**src/verilog/rmvr_defs.vh**
```
// Constants for the rail mode and voltage control register bank.
`ifndef RMVR_DEFS_VH
`define RMVR_DEFS_VH

// Register indices; the byte address on the bus is four times the index.
`define RMVR_IDX_DEEP 6'h32
`define RMVR_IDX_PRIMARY 6'h33
`define RMVR_IDX_AON 6'h34
`define RMVR_IDX_DUAL 6'h35
`define RMVR_IDX_STATUS 6'h3F

// Reset values.
`define RMVR_RST_DEEP 8'h2A
`define RMVR_RST_PRIMARY 8'h0A
`define RMVR_RST_AON 8'h2A
`define RMVR_RST_DUAL 8'h0A

// Writable bits; the upper nibble of the load-switch registers is reserved.
`define RMVR_MASK_CONVERTER 8'hFF
`define RMVR_MASK_SWITCH 8'h0F

// Field positions inside a rail control register; the load switches have only the exit and mode fields.
`define RMVR_LPSET_MSB 7
`define RMVR_LPSET_LSB 6
`define RMVR_VSEL_MSB 5
`define RMVR_VSEL_LSB 4
`define RMVR_EXIT_MSB 3
`define RMVR_EXIT_LSB 2
`define RMVR_MODE_MSB 1
`define RMVR_MODE_LSB 0

// Field codes.
`define RMVR_CODE_OFF 2'h0
`define RMVR_MODE_FPWM 2'h3

// Rail trim in whole percent, two's complement.
`define RMVR_PCT_P3 4'h3
`define RMVR_PCT_P2 4'h2
`define RMVR_PCT_0 4'h0
`define RMVR_PCT_M2 4'hE
`define RMVR_PCT_M3 4'hD
`define RMVR_PCT_M4 4'hC

// Status register bit positions.
`define RMVR_ST_SLEEP 0
`define RMVR_ST_DEEP_LP 1
`define RMVR_ST_AON_LP 2
`define RMVR_ST_DEEP_EN 3
`define RMVR_ST_PRIMARY_EN 4
`define RMVR_ST_AON_EN 5
`define RMVR_ST_DUAL_EN 6

// Bus responses.
`define RMVR_RESP_OKAY 2'h0
`define RMVR_RESP_SLVERR 2'h2

`endif

```
**src/verilog/rmvr_rail.v**
```verilog
// One rail control register with its sleep-entry and standby-exit behaviour.
`timescale 1ns/10ps
`default_nettype none
`include "rmvr_defs.vh"

module rmvr_rail #(
    parameter [7:0] RESET_VAL = `RMVR_RST_DEEP,
    parameter [7:0] WRITE_MASK = `RMVR_MASK_CONVERTER,
    parameter HAS_VSEL = 1
) (
    input wire aclk,
    input wire aresetn,
    input wire wr_en,
    input wire [7:0] wr_data,
    input wire sleep_fall,
    input wire sleep_rise,
    output reg [7:0] reg_value,
    output reg rail_enable,
    output reg rail_forced_pwm,
    output reg lp_active,
    output reg [3:0] trim_pct
);

    // Normal output-voltage select code to percent trim.
    function [3:0] vsel_pct;
        input [1:0] code;
        begin
            case (code)
                2'h0: vsel_pct = `RMVR_PCT_P3;
                2'h1: vsel_pct = `RMVR_PCT_P2;
                2'h2: vsel_pct = `RMVR_PCT_0;
                default: vsel_pct = `RMVR_PCT_M2;
            endcase
        end
    endfunction

    // Low-power set-point code to percent trim; code 00 is never applied.
    function [3:0] lpset_pct;
        input [1:0] code;
        begin
            case (code)
                2'h1: lpset_pct = `RMVR_PCT_M4;
                2'h2: lpset_pct = `RMVR_PCT_M3;
                2'h3: lpset_pct = `RMVR_PCT_M2;
                default: lpset_pct = `RMVR_PCT_0;
            endcase
        end
    endfunction

    reg [1:0] lp_code;
    reg [7:0] next_value;
    reg next_lp;
    reg [1:0] next_lp_code;
    wire [1:0] exit_code = reg_value[`RMVR_EXIT_MSB:`RMVR_EXIT_LSB];
    wire [1:0] lp_field = reg_value[`RMVR_LPSET_MSB:`RMVR_LPSET_LSB];

    // The exit copy is applied after a bus write so hardware wins the mode bits.
    always @* begin
        next_value = reg_value;
        if (wr_en) begin
            next_value = wr_data & WRITE_MASK;
        end
        if (sleep_rise && exit_code != `RMVR_CODE_OFF) begin
            next_value[`RMVR_MODE_MSB:`RMVR_MODE_LSB] = exit_code;
        end
        next_lp = lp_active;
        next_lp_code = lp_code;
        if (sleep_fall) begin
            next_lp = (HAS_VSEL != 0) && (lp_field != `RMVR_CODE_OFF);
            next_lp_code = lp_field;
        end else if (sleep_rise) begin
            next_lp = 1'b0;
        end
    end

    // State and decoded outputs all update on the same edge.
    always @(posedge aclk) begin
        if (!aresetn) begin
            reg_value <= RESET_VAL;
            lp_active <= 1'b0;
            lp_code <= `RMVR_CODE_OFF;
            rail_enable <= 1'b1;
            rail_forced_pwm <= 1'b0;
            trim_pct <= `RMVR_PCT_0;
        end else begin
            reg_value <= next_value;
            lp_active <= next_lp;
            lp_code <= next_lp_code;
            rail_enable <= next_value[`RMVR_MODE_MSB:`RMVR_MODE_LSB] != `RMVR_CODE_OFF;
            rail_forced_pwm <= (HAS_VSEL != 0) &&
                (next_value[`RMVR_MODE_MSB:`RMVR_MODE_LSB] == `RMVR_MODE_FPWM);
            if (HAS_VSEL == 0) begin
                trim_pct <= `RMVR_PCT_0;
            end else if (next_lp) begin
                trim_pct <= lpset_pct(next_lp_code);
            end else begin
                trim_pct <= vsel_pct(next_value[`RMVR_VSEL_MSB:`RMVR_VSEL_LSB]);
            end
        end
    end

endmodule // rmvr_rail

`default_nettype wire

```
**src/verilog/rmvr_regs.v**
```verilog
// Register bank for four power rails, reached over AXI4-Lite.
//
// Notes on behaviour
// Deep-sleep rail moves to low-power set point 01/10/11 = -4/-3/-2% at sleep.
// Low-power code 00 keeps the normal voltage select during sleep.
// Voltage select 5:4: 00 +3%, 01 +2%, 10 nominal, 11 -2%; reset 10.
// Always-on 1.8 V rail has its own identical set-point and select fields.
// Sleep exit copies a nonzero exit code 3:2 into mode bits 1:0.
// Converter mode: 00 off, 01/10 auto PFM/PWM, 11 forced PWM.
// Load-switch mode: 00 disabled, anything else enabled.
// Primary switch register at index 0x33, reset 0x0A.
// Always-on 1.8 V register at index 0x34, reset 0x2A.
// Dual switch register at index 0x35, reset 0x0A, upper nibble read-only.
// Deep-sleep rail register at index 0x32, reset 0x2A.
// Reserved bits read zero and ignore writes; exit copies show on reads.
`timescale 1ns/10ps
`default_nettype none
`include "rmvr_defs.vh"

module rmvr_regs (
    input wire aclk,
    input wire aresetn,
    input wire sleep_state_n,
    input wire [7:0] s_axi_awaddr,
    input wire [2:0] s_axi_awprot,
    input wire s_axi_awvalid,
    output reg s_axi_awready,
    input wire [31:0] s_axi_wdata,
    input wire [3:0] s_axi_wstrb,
    input wire s_axi_wvalid,
    output reg s_axi_wready,
    output reg [1:0] s_axi_bresp,
    output reg s_axi_bvalid,
    input wire s_axi_bready,
    input wire [7:0] s_axi_araddr,
    input wire [2:0] s_axi_arprot,
    input wire s_axi_arvalid,
    output reg s_axi_arready,
    output reg [31:0] s_axi_rdata,
    output reg [1:0] s_axi_rresp,
    output reg s_axi_rvalid,
    input wire s_axi_rready,
    output wire deep_rail_enable,
    output wire deep_rail_forced_pwm,
    output wire [3:0] deep_rail_trim_pct,
    output wire primary_switch_enable,
    output wire aon_rail_enable,
    output wire aon_rail_forced_pwm,
    output wire [3:0] aon_rail_trim_pct,
    output wire dual_switch_enable
);

    // Register selector codes produced by the address decoder.
    localparam [2:0] SEL_DEEP = 3'h0;
    localparam [2:0] SEL_PRIMARY = 3'h1;
    localparam [2:0] SEL_AON = 3'h2;
    localparam [2:0] SEL_DUAL = 3'h3;
    localparam [2:0] SEL_STATUS = 3'h4;
    localparam [2:0] SEL_NONE = 3'h7;

    // Word-aligned decode shared by the write and read paths.
    function [2:0] decode_sel;
        input [7:0] addr;
        begin
            case (addr[7:2])
                `RMVR_IDX_DEEP: decode_sel = SEL_DEEP;
                `RMVR_IDX_PRIMARY: decode_sel = SEL_PRIMARY;
                `RMVR_IDX_AON: decode_sel = SEL_AON;
                `RMVR_IDX_DUAL: decode_sel = SEL_DUAL;
                `RMVR_IDX_STATUS: decode_sel = SEL_STATUS;
                default: decode_sel = SEL_NONE;
            endcase
        end
    endfunction

    // Sleep line history for edge detection; the input is already synchronous.
    reg sleep_q;
    wire sleep_fall = sleep_q & ~sleep_state_n;
    wire sleep_rise = ~sleep_q & sleep_state_n;

    // Reset assumes the platform is awake so no edge fires at release.
    always @(posedge aclk) begin
        if (!aresetn) begin
            sleep_q <= 1'b1;
        end else begin
            sleep_q <= sleep_state_n;
        end
    end

    // Write channel holding registers.
    reg aw_held;
    reg w_held;
    reg [7:0] aw_addr_q;
    reg [7:0] w_data_q;
    reg w_lane0_q;
    wire wr_go = aw_held & w_held & ~s_axi_bvalid;
    wire [2:0] wr_sel = decode_sel(aw_addr_q);
    wire wr_lane_ok = wr_go & w_lane0_q;

    // Per-rail write enables.
    wire wr_deep = wr_lane_ok && (wr_sel == SEL_DEEP);
    wire wr_primary = wr_lane_ok && (wr_sel == SEL_PRIMARY);
    wire wr_aon = wr_lane_ok && (wr_sel == SEL_AON);
    wire wr_dual = wr_lane_ok && (wr_sel == SEL_DUAL);

    // Address and data are accepted in any order; the write fires once both are in.
    always @(posedge aclk) begin
        if (!aresetn) begin
            aw_held <= 1'b0;
            w_held <= 1'b0;
            aw_addr_q <= 8'h00;
            w_data_q <= 8'h00;
            w_lane0_q <= 1'b0;
            s_axi_awready <= 1'b1;
            s_axi_wready <= 1'b1;
            s_axi_bvalid <= 1'b0;
            s_axi_bresp <= `RMVR_RESP_OKAY;
        end else begin
            if (s_axi_awvalid && s_axi_awready) begin
                aw_held <= 1'b1;
                aw_addr_q <= s_axi_awaddr;
                s_axi_awready <= 1'b0;
            end
            if (s_axi_wvalid && s_axi_wready) begin
                w_held <= 1'b1;
                w_data_q <= s_axi_wdata[7:0];
                w_lane0_q <= s_axi_wstrb[0];
                s_axi_wready <= 1'b0;
            end
            if (wr_go) begin
                aw_held <= 1'b0;
                w_held <= 1'b0;
                s_axi_bvalid <= 1'b1;
                if (wr_sel == SEL_NONE) begin
                    s_axi_bresp <= `RMVR_RESP_SLVERR;
                end else begin
                    s_axi_bresp <= `RMVR_RESP_OKAY;
                end
            end
            // Ready stays low until the response is taken, so one write is in flight.
            if (s_axi_bvalid && s_axi_bready) begin
                s_axi_bvalid <= 1'b0;
                s_axi_awready <= 1'b1;
                s_axi_wready <= 1'b1;
            end
        end
    end

    // Rail register outputs.
    wire [7:0] deep_value;
    wire [7:0] primary_value;
    wire [7:0] aon_value;
    wire [7:0] dual_value;
    wire deep_lp;
    wire aon_lp;

    // Deep-sleep-well 3.3 V converter rail.
    rmvr_rail #(
        .RESET_VAL(`RMVR_RST_DEEP),
        .WRITE_MASK(`RMVR_MASK_CONVERTER),
        .HAS_VSEL(1)
    ) u_deep (
        .aclk(aclk),
        .aresetn(aresetn),
        .wr_en(wr_deep),
        .wr_data(w_data_q),
        .sleep_fall(sleep_fall),
        .sleep_rise(sleep_rise),
        .reg_value(deep_value),
        .rail_enable(deep_rail_enable),
        .rail_forced_pwm(deep_rail_forced_pwm),
        .lp_active(deep_lp),
        .trim_pct(deep_rail_trim_pct)
    );

    // Primary-well 3.3 V load switch; its reserved nibble stays zero.
    rmvr_rail #(
        .RESET_VAL(`RMVR_RST_PRIMARY),
        .WRITE_MASK(`RMVR_MASK_SWITCH),
        .HAS_VSEL(0)
    ) u_primary (
        .aclk(aclk),
        .aresetn(aresetn),
        .wr_en(wr_primary),
        .wr_data(w_data_q),
        .sleep_fall(sleep_fall),
        .sleep_rise(sleep_rise),
        .reg_value(primary_value),
        .rail_enable(primary_switch_enable),
        .rail_forced_pwm(),
        .lp_active(),
        .trim_pct()
    );

    // Always-on 1.8 V converter rail.
    rmvr_rail #(
        .RESET_VAL(`RMVR_RST_AON),
        .WRITE_MASK(`RMVR_MASK_CONVERTER),
        .HAS_VSEL(1)
    ) u_aon (
        .aclk(aclk),
        .aresetn(aresetn),
        .wr_en(wr_aon),
        .wr_data(w_data_q),
        .sleep_fall(sleep_fall),
        .sleep_rise(sleep_rise),
        .reg_value(aon_value),
        .rail_enable(aon_rail_enable),
        .rail_forced_pwm(aon_rail_forced_pwm),
        .lp_active(aon_lp),
        .trim_pct(aon_rail_trim_pct)
    );

    // Dual 1.8 V / 2.5 V load switch.
    rmvr_rail #(
        .RESET_VAL(`RMVR_RST_DUAL),
        .WRITE_MASK(`RMVR_MASK_SWITCH),
        .HAS_VSEL(0)
    ) u_dual (
        .aclk(aclk),
        .aresetn(aresetn),
        .wr_en(wr_dual),
        .wr_data(w_data_q),
        .sleep_fall(sleep_fall),
        .sleep_rise(sleep_rise),
        .reg_value(dual_value),
        .rail_enable(dual_switch_enable),
        .rail_forced_pwm(),
        .lp_active(),
        .trim_pct()
    );

    // Status word built only from flops, so a read never sees a glitch.
    reg [7:0] status_value;

    always @* begin
        status_value = 8'h00;
        status_value[`RMVR_ST_SLEEP] = ~sleep_q;
        status_value[`RMVR_ST_DEEP_LP] = deep_lp;
        status_value[`RMVR_ST_AON_LP] = aon_lp;
        status_value[`RMVR_ST_DEEP_EN] = deep_rail_enable;
        status_value[`RMVR_ST_PRIMARY_EN] = primary_switch_enable;
        status_value[`RMVR_ST_AON_EN] = aon_rail_enable;
        status_value[`RMVR_ST_DUAL_EN] = dual_switch_enable;
    end

    // Read data selection; narrow registers sit in the low byte.
    wire [2:0] rd_sel = decode_sel(s_axi_araddr);
    reg [7:0] rd_byte;

    always @* begin
        case (rd_sel)
            SEL_DEEP: rd_byte = deep_value;
            SEL_PRIMARY: rd_byte = primary_value;
            SEL_AON: rd_byte = aon_value;
            SEL_DUAL: rd_byte = dual_value;
            SEL_STATUS: rd_byte = status_value;
            default: rd_byte = 8'h00;
        endcase
    end

    // Read channel: one read in flight, answered one edge after the address.
    always @(posedge aclk) begin
        if (!aresetn) begin
            s_axi_arready <= 1'b1;
            s_axi_rvalid <= 1'b0;
            s_axi_rdata <= 32'h00000000;
            s_axi_rresp <= `RMVR_RESP_OKAY;
        end else begin
            if (s_axi_arvalid && s_axi_arready) begin
                s_axi_arready <= 1'b0;
                s_axi_rvalid <= 1'b1;
                s_axi_rdata <= {24'h000000, rd_byte};
                if (rd_sel == SEL_NONE) begin
                    s_axi_rresp <= `RMVR_RESP_SLVERR;
                end else begin
                    s_axi_rresp <= `RMVR_RESP_OKAY;
                end
            end
            if (s_axi_rvalid && s_axi_rready) begin
                s_axi_rvalid <= 1'b0;
                s_axi_arready <= 1'b1;
            end
        end
    end

endmodule // rmvr_regs

`default_nettype wire

```
**config.mk**
```make
export PLATFORM = sky130hd
export DESIGN_NAME = rmvr_regs
export DESIGN_NICKNAME = d
export VERILOG_FILES = /design/src/verilog/rmvr_rail.v /design/src/verilog/rmvr_regs.v
export VERILOG_INCLUDE_DIRS = /design/src /design/src/verilog
export SDC_FILE = /design/constraint.sdc
export NUM_CORES = 1
export LEC_CHECK = 0
export ABC_CLOCK_PERIOD_IN_PS = 5900
export BUFFER_PORTS_ARGS = -buffer_cell sky130_fd_sc_hd__buf_2
export CELL_PAD_IN_SITES_DETAIL_PLACEMENT = 2
export CELL_PAD_IN_SITES_GLOBAL_PLACEMENT = 2
export CORE_UTILIZATION = 33
export CTS_BUF_LIST = sky130_fd_sc_hd__clkbuf_4 sky130_fd_sc_hd__clkbuf_8
export DETAILED_ROUTE_END_ITERATION = 8
export PLACE_DENSITY = 0.95
export SYNTH_ARGS = -nofsm -noshare
export SYNTH_HDL_FRONTEND = slang
export SYNTH_HIERARCHICAL = 1
export SYNTH_SLANG_ARGS = --single-unit
```
**constraint.sdc**
```tcl
create_clock -name aclk -period 5.9 [get_ports aclk]
set_input_delay 1.77 -clock aclk [delete_from_list [all_inputs] [get_ports aclk]]
set_output_delay 1.77 -clock aclk [all_outputs]
set_load 0.05 [all_outputs]
```
==> flow_summary.ini <==
[cts]
clock_sinks = 75
clock_latency_ps = 350
cts_tree = built
cts_max_level = 3
cts_root_buf = clkbuf_8
cts_hold_buffers = 0
path_clk_slew_ps = 80
cts_max_path_buffers = 2
postCtsSetupBuffers = 0
ctsResizeCount = 0
cts_buffers = 9

[layout]
area_growth_pct = 11.1
drive_gt1_share_pct = 22.0
final_nets = 516
diodes = 0

[worst_setup_path]
cpLargestDelayFamily = simple AND/OR/NAND/NOR gates
startpoint_type = input port
crit_path_start = sleep_state_n
arrival_ps = 3400
critPathKind = input port to flop
cpPeakStageDelay_ps = 830
path_buf_inv = 1
end_kind = flop
worstPathMaxFanout = 14
crit_chain = buf_2 -> nor2b_1 -> nor3b_1 -> nor4b_1 -> nor3_1
reg2reg_from = aw_held
crit_slowest_cell = nor2b_1
cp.required_ps = 6110

[floorplan]
ios = 121
initial_utilization_pct = 33.9
die_h_microns = 108
design.die.area_sq_um = 11600
rows = 38
die_w_microns = 108
coreArea_sq_um = 10900

[drt]
wl_per_cell_microns = 17.6
ant_nets = 0
avgViaCountPerCell = 5.09
drcViolationCount = 0
drt_iter0_drc = 75
first_pass_iters = 4
via_count = 3026
wl_microns = 10500

[grt]
grt_pass1_vias = 3330
antenna_found_initial = 0
grt_overflow = 0
grt_max_degree = 29
grt_pass1_wl_microns = 16800
track_usage_pct = 19.0

[timing]
worst_pin_slew_ps = 1180
max_freq_ghz = 0.314
final_max_slew_viol_count = 0
fin_tns_setup_ps = 0
max-slew-margin-rel_pct = 21.2
hold_viol_final = 0
period_share_pct = 54.0
setup_violations = 0
skew_ps = 8.83
rsz0062_at_grt = no
period_needed_ps = 3190

[synth]
synth_cells = 403
avgSynthCellArea_sq_um = 9.16
yosys_warnings = 6
syn-cell-area_sq_um = 3690

[pwr]
power_density_nw_per_um2 = 260
power_uw = 1060
ir_drop_mv = 0.135
p_leak_uw = 0.00162

[placement]
port-buffer-count = 57
place_congestion = 0.788
dp_hpwl_microns = 7780

[job]
cap_violations = 0

[worst_hold_path]
hold_class = flop to flop
hold_start = aw_addr_q[7]

[status]
status = finished, final reports clean
registers in the layout, indices dropped and copies added, names as in the netlist, 2 cells and up:
name	count
w_data_q	8
u_deep/lp_code	2
u_deep/reg_value	8
u_aon/lp_code	2
u_dual/reg_value	4
aw_addr_q	6
s_axi_rdata	8
u_aon/trim_pct	3
u_primary/reg_value	4
u_deep/trim_pct	3
u_aon/reg_value	8
layout make-up:
class | instances | area (sq um)
multi-input combinational | 291 | 1870
clock inverter | 2 | 35.0
clock buffer | 14 | 168
inverter | 14 | 52.6
timing repair buffer | 59 | 300
tap | 140 | 175
sequential | 75 | 1500
fill | 1232 | 6790
tightest hold or removal path: cells and delay by family (launching register included):
family	cells	cell delay, ps
and+or+nand+nor	1	50
AOI/OAI and AO/OA	1	50
DFF	1	320
metrics by stage:
stage	area, sq um	util [%]	hold slack [ps]	setup WS (ps)	instances
after floorplan	3810	-	436	3050	434
after global placement	3900	35.8	448	2530	579
after detailed placement	3900	35.8	455	2420	579
after CTS	4100	37.7	466	2740	595
after global routing	4100	37.7	495	2570	595
final	4100	37.7	465	2710	595
worst paths after layout:
check / endpoint / slack [ps] / cells after the start
worst max-delay path: u_deep/trim_pct[1] / 2710 / 5
worst min-delay path: aw_addr_q[7] / 470 / 2
worst max register to register: u_aon/trim_pct[2] / 2980 / 7
worst min register to register: aw_addr_q[7] / 470 / 2
layout by cell type (no fill, tap or decap), types with 5 or more instances in the layout:
cell and count:
dfxtp_1 75, nand2b_1 6, o21ai_0 9, o31a_1 6
conb_1 34, buf_2 57, nor3_1 13, nand2_1 48
inv_1 13, and2_1 5, mux2i_1 38, nand3_1 11
a221oi_2 7, clkbuf_8 10, a21oi_1 28, nor2_1 25
layer usage:
metal,vias up,GRT usage [%],routed length (microns)
met5,-,0,0
met4,0,5.87,153
met3,14,4.54,393
met2,84,35.3,5420
met1,1495,21.2,4510
li1,1433,-,-
where the power goes:
group          switching [uW]  internal (uW)
logic                    96.4           28.1
clock network             185            226
registers                12.7            517
total                     294            771
Note: power is estimated with default switching activity, not from simulation.
